[src/rtl/i2chst_params.svh]
// Constants for the two-wire register port master
`ifndef I2CHST_PARAMS_SVH
`define I2CHST_PARAMS_SVH

// Fixed bus address of the register port
`define I2CHST_SLAVE_ADDR 7'h7E
// Direction bit values after the address
`define I2CHST_DIR_READ 1'b1
`define I2CHST_DIR_WRITE 1'b0
// Bits per byte and index of the acknowledge slot
`define I2CHST_BYTE_BITS 8
`define I2CHST_ACK_SLOT 4'h8
// System clock period and quarter of a serial clock period, in ns
`define I2CHST_SYSCLK_NS 100
`define I2CHST_QTR_NS 2500
// Quarter period in system clocks, rounded up
`define I2CHST_QTR_CYC ((`I2CHST_QTR_NS + `I2CHST_SYSCLK_NS - 1) / `I2CHST_SYSCLK_NS)
// Reset values
`define I2CHST_RST_BYTE 8'h00
`define I2CHST_RST_QCNT 8'h00

`endif

[src/rtl/i2chst_pkg.sv]
// Types shared by the two-wire register port master
`default_nettype none

package i2chst_pkg;

   // Transaction sequencer states
   typedef enum logic [3:0] {
      I2CHST_IDLE,
      I2CHST_START,
      I2CHST_ADDR,
      I2CHST_PTR,
      I2CHST_RSTART,
      I2CHST_RADDR,
      I2CHST_WWAIT,
      I2CHST_WDATA,
      I2CHST_RDATA,
      I2CHST_STOP
   } i2chst_state_e;

   // Quarter phase of one serial clock period
   typedef logic [1:0] i2chst_phase_t;

endpackage

`default_nettype wire

[src/rtl/i2chst_master.sv]
// Two-wire bus master that reads and writes the register port of the device
`include "i2chst_params.svh"
`default_nettype none

module i2chst_master
   import i2chst_pkg::*;
(
   // Clock and reset
   input wire logic sys_clk,
   input wire logic rstn,
   // Command request
   input wire logic cmd_valid,
   output logic cmd_ready,
   input wire logic cmd_read,
   input wire logic [7:0] cmd_ptr,
   input wire logic [7:0] cmd_len,
   // Write data stream
   input wire logic wr_valid,
   output logic wr_ready,
   input wire logic [7:0] wr_data,
   // Read data stream
   output logic rd_valid,
   output logic [7:0] rd_data,
   // Status
   output logic busy,
   output logic done,
   output logic nack_err,
   // Serial clock pin
   input wire logic scl_i,
   output logic scl_o,
   output logic scl_oe,
   // Serial data pin
   input wire logic sda_i,
   output logic sda_o,
   output logic sda_oe
);

   localparam logic [7:0] QTR_LAST = 8'(`I2CHST_QTR_CYC - 1);

   i2chst_state_e state;
   i2chst_phase_t phase;
   logic [7:0] qcnt;
   logic [3:0] bcnt;
   logic [7:0] tx_shift;
   logic [7:0] rx_shift;
   logic [7:0] ptr;
   logic [7:0] remain;
   logic is_read;
   logic ack_n;
   logic scl_s;
   logic sda_s;
   logic scl_low;
   logic sda_low;
   logic next_scl_low;
   logic next_sda_low;
   logic stall;
   logic tick;
   logic byte_state;
   logic tx_state;
   logic phase_end;
   logic byte_end;
   logic bus_idle;

   // Bring both pins into the system clock domain
   i2chst_sync u_sync (
      .sys_clk(sys_clk),
      .rstn(rstn),
      .async_in({scl_i, sda_i}),
      .sync_out({scl_s, sda_s})
   );

   // Open-drain pins: drive low or let the pull-up win
   assign scl_o = 1'b0;
   assign sda_o = 1'b0;
   assign scl_oe = scl_low;
   assign sda_oe = sda_low;

   // User-side handshakes and status
   assign bus_idle = scl_s & sda_s;
   assign cmd_ready = (state == I2CHST_IDLE) & bus_idle;
   assign wr_ready = (state == I2CHST_WWAIT);
   assign busy = (state != I2CHST_IDLE);

   // Byte-carrying states run nine bit slots
   assign byte_state = (state == I2CHST_ADDR) | (state == I2CHST_PTR) |
                       (state == I2CHST_RADDR) | (state == I2CHST_WDATA) |
                       (state == I2CHST_RDATA);
   assign tx_state = byte_state & (state != I2CHST_RDATA);

   // Hold the quarter timer while a released SCL is still held low
   assign stall = !scl_low & !scl_s;
   assign tick = (qcnt == QTR_LAST) & !stall;
   assign phase_end = tick & (phase == 2'd3);
   assign byte_end = phase_end & (bcnt == `I2CHST_ACK_SLOT);

   // Quarter period timer
   always_ff @(posedge sys_clk or negedge rstn) begin
      if (!rstn) begin
         qcnt <= `I2CHST_RST_QCNT;
      end else if (state == I2CHST_IDLE || state == I2CHST_WWAIT || tick) begin
         qcnt <= `I2CHST_RST_QCNT;
      end else if (!stall) begin
         qcnt <= qcnt + 8'h01;
      end
   end

   // Quarter phase within one bit or framing condition
   always_ff @(posedge sys_clk or negedge rstn) begin
      if (!rstn) begin
         phase <= 2'd0;
      end else if (state == I2CHST_IDLE || state == I2CHST_WWAIT) begin
         phase <= 2'd0;
      end else if (tick) begin
         phase <= phase + 2'd1;
      end
   end

   // Pin drive for each state and quarter phase
   always_comb begin
      next_scl_low = 1'b0;
      next_sda_low = 1'b0;
      case (state)
         I2CHST_IDLE: next_scl_low = 1'b0; // Both lines left to the pull-ups
         I2CHST_START: begin
            // SDA falls in phase 1 with SCL high
            next_scl_low = (phase == 2'd3);
            next_sda_low = (phase != 2'd0);
         end
         I2CHST_RSTART: begin
            // Release SDA under low SCL, then fall with SCL high
            next_scl_low = (phase == 2'd0) | (phase == 2'd3);
            next_sda_low = (phase[1] == 1'b1);
         end
         I2CHST_STOP: begin
            // SDA rises in phase 2 with SCL high
            next_scl_low = (phase == 2'd0);
            next_sda_low = (phase[1] == 1'b0);
         end
         I2CHST_WWAIT: begin
            // Park with SCL low and the data line released
            next_scl_low = 1'b1;
            next_sda_low = 1'b0;
         end
         default: begin
            // Bit slot: SCL high in phases 1 and 2 only
            next_scl_low = (phase == 2'd0) | (phase == 2'd3);
            if (bcnt == `I2CHST_ACK_SLOT) begin
               // Release for the slave ack, or ack or nack a read byte
               if (tx_state) begin
                  next_sda_low = 1'b0;
               end else begin
                  next_sda_low = (remain != 8'h01);
               end
            end else if (tx_state) begin
               next_sda_low = !tx_shift[7];
            end else begin
               next_sda_low = 1'b0;
            end
         end
      endcase
   end

   // Registered pin drivers; in bit slots SDA moves only at the phase 0 boundary
   always_ff @(posedge sys_clk or negedge rstn) begin
      if (!rstn) begin
         scl_low <= 1'b0;
         sda_low <= 1'b0;
      end else begin
         scl_low <= next_scl_low;
         sda_low <= next_sda_low;
      end
   end

   // Bit slot counter, nine slots per byte
   always_ff @(posedge sys_clk or negedge rstn) begin
      if (!rstn) begin
         bcnt <= 4'h0;
      end else if (!byte_state) begin
         bcnt <= 4'h0;
      end else if (byte_end) begin
         bcnt <= 4'h0;
      end else if (phase_end) begin
         bcnt <= bcnt + 4'h1;
      end
   end

   // Sample SDA at the end of the SCL high period
   always_ff @(posedge sys_clk or negedge rstn) begin
      if (!rstn) begin
         rx_shift <= `I2CHST_RST_BYTE;
         ack_n <= 1'b1;
      end else if (byte_state && tick && phase == 2'd2) begin
         if (bcnt == `I2CHST_ACK_SLOT) begin
            ack_n <= sda_s;
         end else begin
            rx_shift <= {rx_shift[6:0], sda_s};
         end
      end
   end

   // Transmit shift register, loaded per byte, MSB out first
   always_ff @(posedge sys_clk or negedge rstn) begin
      if (!rstn) begin
         tx_shift <= `I2CHST_RST_BYTE;
      end else if (state == I2CHST_START && phase_end) begin
         tx_shift <= {`I2CHST_SLAVE_ADDR, `I2CHST_DIR_WRITE};
      end else if (state == I2CHST_ADDR && byte_end) begin
         tx_shift <= ptr;
      end else if (state == I2CHST_RSTART && phase_end) begin
         tx_shift <= {`I2CHST_SLAVE_ADDR, `I2CHST_DIR_READ};
      end else if (state == I2CHST_WWAIT && wr_valid) begin
         tx_shift <= wr_data;
      end else if (tx_state && phase_end && bcnt < `I2CHST_ACK_SLOT) begin
         tx_shift <= {tx_shift[6:0], 1'b0};
      end
   end

   // Command capture and remaining byte count
   always_ff @(posedge sys_clk or negedge rstn) begin
      if (!rstn) begin
         ptr <= `I2CHST_RST_BYTE;
         remain <= `I2CHST_RST_BYTE;
         is_read <= 1'b0;
      end else if (cmd_valid && cmd_ready) begin
         ptr <= cmd_ptr;
         remain <= cmd_len;
         is_read <= cmd_read;
      end else if ((state == I2CHST_WDATA || state == I2CHST_RDATA) && byte_end) begin
         // The device steps its own pointer; track the count here
         remain <= remain - 8'h01;
      end
   end

   // Transaction sequencer
   always_ff @(posedge sys_clk or negedge rstn) begin
      if (!rstn) begin
         state <= I2CHST_IDLE;
      end else begin
         case (state)
            I2CHST_IDLE: begin
               if (cmd_valid && cmd_ready) begin
                  state <= I2CHST_START;
               end
            end
            I2CHST_START: begin
               if (phase_end) begin
                  state <= I2CHST_ADDR;
               end
            end
            I2CHST_ADDR: begin
               if (byte_end) begin
                  state <= ack_n ? I2CHST_STOP : I2CHST_PTR;
               end
            end
            I2CHST_PTR: begin
               if (byte_end) begin
                  if (ack_n || remain == 8'h00) begin
                     state <= I2CHST_STOP;
                  end else if (is_read) begin
                     state <= I2CHST_RSTART;
                  end else begin
                     state <= I2CHST_WWAIT;
                  end
               end
            end
            I2CHST_RSTART: begin
               if (phase_end) begin
                  state <= I2CHST_RADDR;
               end
            end
            I2CHST_RADDR: begin
               if (byte_end) begin
                  state <= ack_n ? I2CHST_STOP : I2CHST_RDATA;
               end
            end
            I2CHST_WWAIT: begin
               if (wr_valid) begin
                  state <= I2CHST_WDATA;
               end
            end
            I2CHST_WDATA: begin
               if (byte_end) begin
                  if (ack_n || remain == 8'h01) begin
                     state <= I2CHST_STOP;
                  end else begin
                     state <= I2CHST_WWAIT;
                  end
               end
            end
            I2CHST_RDATA: begin
               if (byte_end) begin
                  if (remain == 8'h01) begin
                     state <= I2CHST_STOP;
                  end else begin
                     state <= I2CHST_RDATA;
                  end
               end
            end
            I2CHST_STOP: begin
               if (phase_end) begin
                  state <= I2CHST_IDLE;
               end
            end
            default: begin
               state <= I2CHST_IDLE;
            end
         endcase
      end
   end

   // Read data strobe, one pulse per received byte
   always_ff @(posedge sys_clk or negedge rstn) begin
      if (!rstn) begin
         rd_valid <= 1'b0;
         rd_data <= `I2CHST_RST_BYTE;
      end else begin
         rd_valid <= (state == I2CHST_RDATA) && byte_end;
         if (state == I2CHST_RDATA && byte_end) begin
            rd_data <= rx_shift;
         end
      end
   end

   // Completion pulse at the end of the stop condition
   always_ff @(posedge sys_clk or negedge rstn) begin
      if (!rstn) begin
         done <= 1'b0;
      end else begin
         done <= (state == I2CHST_STOP) && phase_end;
      end
   end

   // Sticky refusal flag, cleared when the next command is taken
   always_ff @(posedge sys_clk or negedge rstn) begin
      if (!rstn) begin
         nack_err <= 1'b0;
      end else if (tx_state && byte_end && ack_n) begin
         nack_err <= 1'b1;
      end else if (cmd_valid && cmd_ready) begin
         nack_err <= 1'b0;
      end
   end

endmodule // i2chst_master

`default_nettype wire

[src/rtl/i2chst_sync.sv]
// Two-flop synchroniser for the bus pin inputs
`default_nettype none

module i2chst_sync (
   // Clock and reset
   input wire logic sys_clk,
   input wire logic rstn,
   // Asynchronous inputs
   input wire logic [1:0] async_in,
   // Synchronised outputs
   output logic [1:0] sync_out
);

   genvar i;

   // One pair of flops per pin; lines idle high
   generate
      for (i = 0; i < 2; i++) begin : g_bit
         logic meta;
         logic stable;
         always_ff @(posedge sys_clk or negedge rstn) begin
            if (!rstn) begin
               meta <= 1'b1;
               stable <= 1'b1;
            end else begin
               meta <= async_in[i];
               stable <= meta;
            end
         end
         assign sync_out[i] = stable;
      end
   endgenerate

endmodule // i2chst_sync

`default_nettype wire

[config.mk]
export PLATFORM = sky130hd
export DESIGN_NAME = i2chst_master
export DESIGN_NICKNAME = d
export VERILOG_FILES = /design/src/rtl/i2chst_pkg.sv /design/src/rtl/i2chst_master.sv /design/src/rtl/i2chst_sync.sv
export VERILOG_INCLUDE_DIRS = /design/src /design/src/rtl
export SDC_FILE = /design/constraint.sdc
export NUM_CORES = 1
export LEC_CHECK = 0
export BUFFER_PORTS_ARGS = -buffer_cell sky130_fd_sc_hd__buf_2
export CAP_MARGIN = 20
export CORE_ASPECT_RATIO = 1.1
export CORE_MARGIN = 2
export CORE_UTILIZATION = 52
export CTS_CLUSTER_SIZE = 24
export DETAILED_ROUTE_END_ITERATION = 6
export PLACE_DENSITY = 0.82
export SYNTH_ARGS = -nofsm -noshare
export SYNTH_HDL_FRONTEND = slang
export SYNTH_SLANG_ARGS = --single-unit
[constraint.sdc]
create_clock -name sys_clk -period 2.4 [get_ports sys_clk]
set_input_delay 0.48 -clock sys_clk [delete_from_list [all_inputs] [get_ports sys_clk]]
set_output_delay 0.48 -clock sys_clk [all_outputs]
set_load 0.005 [all_outputs]
==> results.toml, run 1 <==
[floorplan]
die_h_um = 91.2
num_rows = 31
dieArea_um2 = 7590
fp.dieW_um = 83.3
start_util_pct = 54.2
core-area_um2 = 6630
num_io_pins = 49

[timing]
setup_viol = 0
fin_worst_skew_ns = 0.00480
report.final.slew_viol_count = 0
slew-limit-headroom_pct = 57.8
period_needed_ns = 2.28
hold_viol = 0
worst_hold_slack_ns = 0.117
tightest_slew_ns = 0.628
rsz0062_at_grt = "no"
fin_crit_sh_pct = 95.0
fmax_mhz = 439

[drt]
viasPerCell = 5.72
drtIter0Drc = 284
wire_per_inst_um = 15.9
drtAntennaViolNets = 0
wl_um = 7750
vias = 2796
drc_errors = 0
firstDrtPassIters = 5

[synth]
synth_area_um2 = 3590
yosys.area_share.simple_pct = 15.4
synth_top_family_by_area = "simple AND/OR/NAND/NOR gates"
post_synth.cell_area_avg_um2 = 10.5
yosysTopAreaCellShare_pct = 44.6
synth_edf_count = 0
synth_mux_area_share_pct = 13.1
synth-compound-area-share_pct = 12.1
synthAdderAreaFrac_pct = 3.48
ys_seq_area_share_pct = 48.2
ys_top_cells_by_area = "dfrtp_1 (45%), mux2_2 (9.7%), dfstp_2 (3.7%), nor2_1 (3.7%), ha_1 (3.5%)"
synth_xor_area_share_pct = 3.65
ys_ff_latch = 69
syn_inst = 342
post-synth-top-area-cell = "dfrtp_1"
yosys_warnings = 0
dominantRegCellSynth = "dfrtp_1"
netlist-cell-type-count = 53
async_flop_share_pct = 100

[min_path]
hold_path.class = "in2async"

[run_status]
run_status = "complete, no violations"

[setup_path]
cp_cell_sequence = "inv_2, ha_1, or3b_4, nor4_1, buf_4, nand2_1, mux2_2"
path_max_fanout = 11
cp-start-kind = "flip-flop"
critical_path.top_delay_family = "simple AND/OR/NAND/NOR gates"
path_class = "reg2reg"
crit_path_end_kind = "flip-flop"
reg2reg_to = "rd_data[7]$_DFFE_PN0P_"
cp_num_cells = 7
setup.worst_path.start = "qcnt[0]$_DFFE_PN0P_"
rrSetupSlack_ns = 0.12
reg2reg_depth = 7
slowest_stage = "dfrtp_1"
crit_required_ns = 2.63
critical_path_arrival_ns = 2.50
r2r_start = "qcnt[0]$_DFFE_PN0P_"
cpPeakStageDelay_ns = 0.41
critPathBufInv = 2
endpoint = "rd_data[7]$_DFFE_PN0P_"

[pwr]
vdd_drop_max_uv = 403
p_sw_uw = 671
leakage_nw = 2.06
internal_power_mw = 1.76
sw_frac_of_total_pct = 27.6
p_clk_share_pct = 34.9
power_density_nw_per_um2 = 580
seqPwrFrac_pct = 53.6
combPwrFrac_pct = 11.5

[placement]
place_inst = 472
gp_congestion = 0.890
portBuffers = 46
dpl.hpwl_um = 5620

[clocking]
clock_sinks = 69
cts-buffers-inserted = 9
h-tree-depth = 3
clk_latency_ns = 0.34
clockBufferDepth = 2
root_buffer = "clkbuf_8"
cts_tree = "built"
path_clk_slew_ns = 0.07

[grt]
grt_max_degree = 48
grt_pass1_vias = 2797
grt_pass1_wl_um = 13000
track_usage_pct = 21.2
grt_overflow = 0
grt_antenna_before_repair = 0

[run]
cap_violations = 0

[final_layout]
diodes = 0
final_nets = 443
final_layout_size_suffix_gt1_share_pct = 31.4
area_growth_pct = 16.7
fill_cells = 527
final_cells = 489
==> worst reg2reg max path, cell delays in order, from the launching register on <==
cell and delay (ns):
dfrtp_1 0.41, inv_2 0.09, ha_1 0.13, or3b_4 0.40, nor4_1 0.28, buf_4 0.23
nand2_1 0.25, mux2_2 0.37
==> Yosys cell counts, types with 3 or more instances <==
library cell   n
o21ai_0        6
xor2_1         9
ha_1          10
nor2_1        35
dfstp_2        5
inv_1         18
nor3_1         9
dfrtp_1       64
nand4_1        7
a21oi_1       21
nor4_1         7
xnor2_1        6
nand3_1        7
o211ai_1       4
o2111ai_1      3
mux2i_1       12
o22a_1         6
clkbuf_1      10
nand2_1       21
a2bb2oi_1      6
mux2_2        31
and3_1         4
==> cells by family after synthesis <==
| kind of cell | count (synthesis) |
|---|---|
| compound gates | 61 |
| xor+xnor | 15 |
| fa+ha+maj | 10 |
| buf+inv | 34 |
| flops | 69 |
| mux | 43 |
| other cells | 1 |
| simple gates | 109 |
==> per-stage QoR <==
step | power (mW) | setup TNS [ns] | area (um^2) | setup slack, ns | utilization, %
4_1_cts | 2.44 | 0 | 4180 | 0.0338 | 63.0
3_3_place_gp | 1.58 | 0 | 4000 | 0.171 | 60.3
6_report | 2.43 | 0 | 4190 | 0.121 | 63.2
5_1_grt | 2.55 | 0 | 4190 | 0.00378 | 63.2
2_1_floorplan | 1.48 | -0.0682 | 3600 | -0.0114 | -
3_5_place_dp | 1.59 | 0 | 4000 | 0.0678 | 60.3
==> per-layer routing <==
metal	share of wire (%)	vias to the layer above	wire, um	GRT usage (%)
li1	-	1340	-	-
met1	44	1347	3380	28.3
met2	48	90	3700	34.0
met3	6.2	19	482	3.64
met4	2.5	0	194	9.43
met5	0	-	0	0
==> how the worst min path moves through the flow <==
stage / startpoint / to / depth (start not counted)
global route: rstn / rd_valid$_DFF_PN0_ / 1
CTS: rstn / done$_DFF_PN0_ / 1
floorplan: rstn / bcnt[0]$_DFFE_PN0P_ / 0
global placement: u_sync.g_bit[1].meta$_DFF_PN1_ / u_sync.g_bit[1].stable$_DFF_PN1_ / 0
finish: rstn / qcnt[6]$_DFFE_PN0P_ / 1
detailed placement: u_sync.g_bit[1].meta$_DFF_PN1_ / u_sync.g_bit[1].stable$_DFF_PN1_ / 0
==> layout make-up <==
type / instances / area, um^2 / share of cell area (%)
multi-input combinational: 240 / 1740 / 41.4
inverter: 18 / 67.6 / 1.61
sequential: 69 / 1730 / 41.3
clock buffer: 10 / 138 / 3.28
tap: 82 / 103 / 2.45
timing repair buffer: 64 / 378 / 9.01
clock inverter: 6 / 38.8 / 0.925
==> what timing repair did <==
action	CTS	global route
setup endpoints to repair	0	13
resized for setup	0	2
buffers inserted	0	1
hold buffers	0	0
==> flip-flops by register name (all words and copies together) (netlist names), 4 cells and up <==
signal / cells
remain: 8
state: 4
qcnt: 8
rx_shift: 8
tx_shift: 8
bcnt: 4
rd_data: 8
ptr: 8
==> layout by cell type, fill, tap and decap left out, types with 3 or more instances in the layout <==
| master | n |
|---|---|
| dfrtp_1 | 64 |
| buf_2 | 46 |
| nor2_1 | 35 |
| mux2_2 | 31 |
| nand2_1 | 21 |
| a21oi_1 | 21 |
| inv_1 | 17 |
| buf_4 | 17 |
| mux2i_1 | 12 |
| clkbuf_8 | 10 |
| nor3_1 | 9 |
| xor2_1 | 9 |
| ha_1 | 9 |
| nand4_1 | 7 |
| nand3_1 | 7 |
| nor4_1 | 6 |
| o21ai_0 | 6 |
| xnor2_1 | 6 |
| a2bb2oi_1 | 6 |
| o22a_1 | 6 |
| dfstp_2 | 5 |
| and3_1 | 4 |
| o211ai_1 | 4 |
| o2111ai_1 | 3 |
| clkinv_2 | 3 |
==> power by group through the flow <==
stage                     Clock, mW  Combinational, mW  Sequential [mW]
after floorplan                   0              0.178             1.31
after global placement            0              0.256             1.32
after detailed placement          0              0.271             1.32
after CTS                     0.865              0.273             1.30
after global routing          0.920              0.319             1.31
final                         0.848              0.279             1.30
Power figures use the tool's default switching activity.
==> inputs of run 2 (changes only) <==
--- a/config.mk
+++ b/config.mk
@@ -10,10 +10,12 @@
 export CAP_MARGIN = 20
 export CORE_ASPECT_RATIO = 1.1
 export CORE_MARGIN = 2
-export CORE_UTILIZATION = 52
+export CORE_UTILIZATION = 40
+export CTS_BUF_LIST = sky130_fd_sc_hd__clkbuf_4
 export CTS_CLUSTER_SIZE = 24
 export DETAILED_ROUTE_END_ITERATION = 6
-export PLACE_DENSITY = 0.82
+export PLACE_DENSITY = 0.67
+export SETUP_SLACK_MARGIN = 0.2
 export SYNTH_ARGS = -nofsm -noshare
 export SYNTH_HDL_FRONTEND = slang
 export SYNTH_SLANG_ARGS = --single-unit
==> run 2 against run 1 <==
Effect of this change: utilization fell by 14 points; die area rose by 29%; critical path depth did not move; cell count rose by 9.0%; non-clock buffer count rose by 12; via count rose by 2.6%; global-route usage fell by 3.2 points; register-to-register slack improved by 0.03 ns.
==> results.toml, run 2 (synthesized netlist as in run 1, its figures left out) <==
[final_layout]
final_cell_mix = "dfrtp_1 (64), buf_2 (46), nor2_1 (35)"
final_nets = 455
layout_commonest_cell = "dfrtp_1"
final_layout_size_suffix_gt1_share_pct = 33.7
final_util_pct = 49.0
area_growth_pct = 19.7
diodes = 0
fin_area_um2 = 4300

[placement]
gp_congestion = 0.911
portBuffers = 46
dpl.hpwl_um = 5930
placed_cell_area_um2 = 4060
pre_cts_ws_ns = 0.113

[floorplan]
fp.dieW_um = 94.4
core-area_um2 = 8780
num_io_pins = 49
start_util_pct = 40.9
num_rows = 36
dieArea_um2 = 9760
die_h_um = 103

[setup_path]
cp-start-kind = "flip-flop"
cp_cell_sequence = "inv_2, ha_4, or3b_4, or3_4, o41ai_4, nand2_2, o22a_1"
crit_required_ns = 2.70
cpPeakStageDelay_ns = 0.41
critical_path.top_delay_family = "simple AND/OR/NAND/NOR gates"
path_class = "reg2reg"
critical_path_arrival_ns = 2.55
critPathBufInv = 1
path_max_fanout = 7
crit_path_end_kind = "flip-flop"
slowest_stage = "dfrtp_1"

[timing]
setup_viol = 0
report.final.slew_viol_count = 0
tightest_slew_ns = 0.604
period_needed_ns = 2.25
fin_worst_skew_ns = 0.0191
slew-limit-headroom_pct = 59.4
hold_viol = 0
fmax_mhz = 445
fin_crit_sh_pct = 93.6
rsz0062_at_grt = "yes"
worst_slack_ns = 0.153

[grt]
grt_max_degree = 30
track_usage_pct = 18.0
grt_pass1_vias = 2823
grt_antenna_before_repair = 0
grt_overflow = 0
grt_pass1_wl_um = 13500

[clocking]
clock_sinks = 69
clockBufferDepth = 2
h-tree-depth = 3
cts-buffers-inserted = 9
root_buffer = "clkbuf_4"
cts_tree = "built"
clk_latency_ns = 0.41
path_clk_slew_ns = 0.12

[run_status]
run_status = "complete, no violations"

[drt]
wl_um = 8260
drc_errors = 0
drtAntennaViolNets = 0
vias = 2870
wire_per_inst_um = 15.5
drtIter0Drc = 164
firstDrtPassIters = 5
viasPerCell = 5.38

[pwr]
vdd_drop_max_uv = 333
power_density_nw_per_um2 = 539
leakage_nw = 2.09

[min_path]
hold_path.class = "in2reg"

[run]
cap_violations = 0
[run 2: cell count changes in the layout (fill, tap and decap cells not counted), moves of 2 or more]
| cell | delta |
|---|---|
| clkinv_2 | -2 |
| clkbuf_8 | -10 |
| buf_4 | +11 |
| clkinv_1 | +3 |
| clkbuf_4 | +9 |
| a21oi_1 | -2 |
| a21oi_2 | +2 |
[run 2: area by class of cell]
| class | count | area [um^2] |
|---|---|---|
| Multi-Input combinational cell | 240 | 1780 |
| Clock buffer | 9 | 67.6 |
| Timing Repair Buffer | 76 | 470 |
| Tap cell | 114 | 143 |
| Clock inverter | 7 | 41.3 |
| Sequential cell | 69 | 1730 |
| Fill cell | 830 | 4480 |
| Inverter | 18 | 67.6 |
[run 2: path summary, 6_finish.rpt]
check,end,from,slack [ns],depth (start not counted)
setup / recovery,tx_shift[6]$_DFFE_PN0P_,qcnt[0]$_DFFE_PN0P_,0.15,7
hold / removal,u_sync.g_bit[0].meta$_DFF_PN1_,sda_i,0.15,1
setup reg to reg,tx_shift[6]$_DFFE_PN0P_,qcnt[0]$_DFFE_PN0P_,0.15,7
hold reg to reg,u_sync.g_bit[1].stable$_DFF_PN1_,u_sync.g_bit[1].meta$_DFF_PN1_,0.36,0
max in group asynchronous,u_sync.g_bit[0].meta$_DFF_PN1_,rstn,1.36,3
min in group asynchronous,qcnt[4]$_DFFE_PN0P_,rstn,0.47,2
[run 2: routing by layer]
| layer | up-vias | part of all wire (%) | GRT usage (%) |
|---|---|---|---|
| met5 | - | 0 | 0 |
| li1 | 1370 | - | - |
| met2 | 109 | 47 | 28.7 |
| met4 | 0 | 2.8 | 8.25 |
| met3 | 26 | 6.3 | 4.06 |
| met1 | 1365 | 43 | 23.5 |
[run 2: what timing repair did]
action | in CTS | in global routing
buffers inserted | 6 | 3
endpoints found under the setup margin | 26 | 31
resized for setup | 6 | 4
pin swaps | 3 | 4
hold buffers | 1 | 0
hold endpoints to repair | 7 | 0
[run 2: through the flow]
step | instances | hold WS, ns | power [mW] | setup TNS (ns)
2_1_floorplan | 343 | 0.184 | 1.48 | -0.0620
3_5_place_dp | 507 | 0.349 | 1.61 | 0
4_1_cts | 530 | 0.131 | 2.32 | 0
6_report | 533 | 0.152 | 2.32 | 0
5_1_grt | 533 | 0.121 | 2.46 | 0
3_3_place_gp | 507 | 0.346 | 1.59 | 0
[run 2: power breakdown]
| part | internal (mW) | leakage, nW | switching, mW |
|---|---|---|---|
| Clock | 0.206 | 0.0588 | 0.418 |
| Sequential | 1.23 | 0.854 | 0.0671 |
| Combinational | 0.208 | 1.18 | 0.194 |
| Total | 1.64 | 2.09 | 0.679 |
==> inputs of run 3 (changes only) <==
--- a/config.mk
+++ b/config.mk
@@ -14,7 +14,7 @@
 export CTS_BUF_LIST = sky130_fd_sc_hd__clkbuf_4
 export CTS_CLUSTER_SIZE = 24
 export DETAILED_ROUTE_END_ITERATION = 6
-export PLACE_DENSITY = 0.67
+export PLACE_DENSITY = 0.65
 export SETUP_SLACK_MARGIN = 0.2
 export SYNTH_ARGS = -nofsm -noshare
 export SYNTH_HDL_FRONTEND = slang
==> constraint.sdc (replaced) <==
create_clock -name sys_clk -period 2.2 [get_ports sys_clk]
set_input_delay 0.44 -clock sys_clk [delete_from_list [all_inputs] [get_ports sys_clk]]
set_output_delay 0.44 -clock sys_clk [all_outputs]
set_load 0.005 [all_outputs]
==> run 3 against run 2 <==
Effect of this change: the flow now finishes with violations (negative setup slack); flip-flop and latch count stayed put; worst hold slack got worse by 0.14 ns; die area did not move; sequential power grew 9%; sequential share of layout area decreased by 4.2 points; utilization increased by 5.7 points; register-to-register slack lost 0.19 ns.
==> results.toml, run 3 (synthesized netlist as in run 1, its figures left out) <==
[final_layout]
layout_commonest_cell = "dfrtp_1"
area_growth_pct = 33.7
fin_area_um2 = 4810
diodes = 0
final_cells = 568
final_layout_size_suffix_gt1_share_pct = 41.4
final_cell_mix = "dfrtp_1 (64), buf_4 (50), buf_2 (43)"
final_nets = 490
fill_cells = 758
final_util_pct = 54.7

[timing]
fmax_mhz = 448
fin_worst_skew_ns = 0.0194
tightest_slew_ns = 0.629
period_needed_ns = 2.23
report.final.slew_viol_count = 0
rsz0062_at_grt = "yes"
hold_viol = 0
slew-limit-headroom_pct = 57.7
setup_viol = 6
worst_slack_ns = -0.0342
fin_crit_sh_pct = 102

[run_status]
violations = "negative setup slack"
run_status = "complete, but fails checks"

[placement]
placed_cell_area_um2 = 4150
portBuffers = 46
gp_congestion = 0.877
dpl.hpwl_um = 5680
place_inst = 518
pre_cts_ws_ns = -0.00908

[clocking]
h-tree-depth = 3
cts-buffers-inserted = 9
clk_latency_ns = 0.43
clock_sinks = 69
path_clk_slew_ns = 0.13
cts_tree = "built"
clockBufferDepth = 2
root_buffer = "clkbuf_4"

[floorplan]
die_h_um = 103
core-area_um2 = 8780
num_io_pins = 49
fp.dieW_um = 94.4
dieArea_um2 = 9760
start_util_pct = 40.9
num_rows = 36

[grt]
grt_pass1_wl_um = 13200
globalRouteMet1Util_pct = 21.6
grtUsageMet3_pct = 3.12
grt_use_met2_pct = 30.4
grt_overflow = 0
track_usage_pct = 17.5
grt_pass1_vias = 2732
top_usage_layer = "met2"
grt_max_degree = 70
grt_antenna_before_repair = 0

[run]
cap_violations = 0

[setup_path]
cp-start-kind = "flip-flop"
cp_cell_sequence = "ha_2, or3b_4, or3_4, o41ai_4, nand2_2, o22a_1"
critical_path.top_delay_family = "simple AND/OR/NAND/NOR gates"
critPathBufInv = 0
slowest_stage = "or3_4"
crit_path_end_kind = "flip-flop"
path_class = "reg2reg"
cpPeakStageDelay_ns = 0.42
critical_path_arrival_ns = 2.56
crit_required_ns = 2.52
path_max_fanout = 7
rrSetupSlack_ns = -0.03

[drt]
firstDrtPassIters = 4
drtAntennaViolNets = 0
viasPerCell = 5.29
drc_errors = 0
drtIter0Drc = 236
vias = 3003
wl_um = 8620
wire_per_inst_um = 15.2

[min_path]
hold_path.class = "in2async"

[pwr]
combPwrFrac_pct = 16.7
vdd_drop_max_uv = 252
p_clk_share_pct = 30.8
power_density_nw_per_um2 = 558
seqPwrFrac_pct = 52.5
p_sw_uw = 754
sw_frac_of_total_pct = 28.1
internal_power_mw = 1.93
leakage_nw = 2.35
power_mw = 2.68
## run 3: cell types whose count changed in the layout (fill, tap and decap cells not counted), sizes merged
cell	change
dlygate4sd3	-1
buf	+35
clkinv	-1
bufinv	+1
clkbuf	+1
## run 3: per-layer routing
| metal | vias to the layer above | wire length (um) |
|---|---|---|
| met2 | 87 | 4390 |
| met5 | - | 0 |
| met3 | 21 | 384 |
| met4 | 0 | 208 |
| met1 | 1456 | 3640 |
| li1 | 1439 | - |
## run 3: cell type report
| class | instances | area [um^2] | area share (%) |
|---|---|---|---|
| inverters | 18 | 67.6 | 1.41 |
| repair buffers | 111 | 822 | 17.1 |
| multi-input cells | 240 | 1900 | 39.5 |
| flip-flops and latches | 69 | 1730 | 36.1 |
| clock buffers | 9 | 67.6 | 1.41 |
| well taps | 114 | 143 | 2.97 |
| clock inverters | 7 | 73.8 | 1.54 |
## run 3: repair_timing
action,in CTS,in global routing
pin swaps,4,10
endpoints found under the setup margin,37,49
hold buffers,0,0
resized for setup,8,39
buffers inserted,11,23
## run 3: worst reg2reg max path, stage by stage, from the launching register on
cell     delay [ns]
dfrtp_1        0.38
ha_2           0.19
or3b_4         0.40
or3_4          0.42
o41ai_4        0.38
nand2_2        0.16
o22a_1         0.20
## run 3: final timing paths
check                                                    start                               end  depth (start not counted)
worst max-delay path                      phase[0]$_DFFE_PN0N_           tx_shift[5]$_DFFE_PN0P_                          6
worst min-delay path                                      rstn            rd_data[0]$_DFFE_PN0P_                          2
worst max register to register            phase[0]$_DFFE_PN0N_           tx_shift[5]$_DFFE_PN0P_                          6
worst min register to register  u_sync.g_bit[0].meta$_DFF_PN1_  u_sync.g_bit[0].stable$_DFF_PN1_                          0
max in group asynchronous                                 rstn    u_sync.g_bit[0].meta$_DFF_PN1_                          2
min in group sys_clk                                     scl_i    u_sync.g_bit[1].meta$_DFF_PN1_                          1
## run 3: per-stage QoR
stage	hold WS, ns	setup TNS (ns)
6_report	0.0161	-0.109
5_1_grt	0.0339	-1.13
4_1_cts	0.00998	0
3_5_place_dp	0.347	-0.0405
3_3_place_gp	0.346	0
2_1_floorplan	0.144	-3.18
## run 3: power by group through the flow
stage | logic, mW | clock network [mW] | registers (mW)
2_1_floorplan | 0.194 | 0 | 1.42
3_3_place_gp | 0.340 | 0 | 1.43
3_5_place_dp | 0.354 | 0 | 1.43
4_1_cts | 0.372 | 0.856 | 1.41
5_1_grt | 0.505 | 0.909 | 1.42
6_report | 0.447 | 0.825 | 1.41
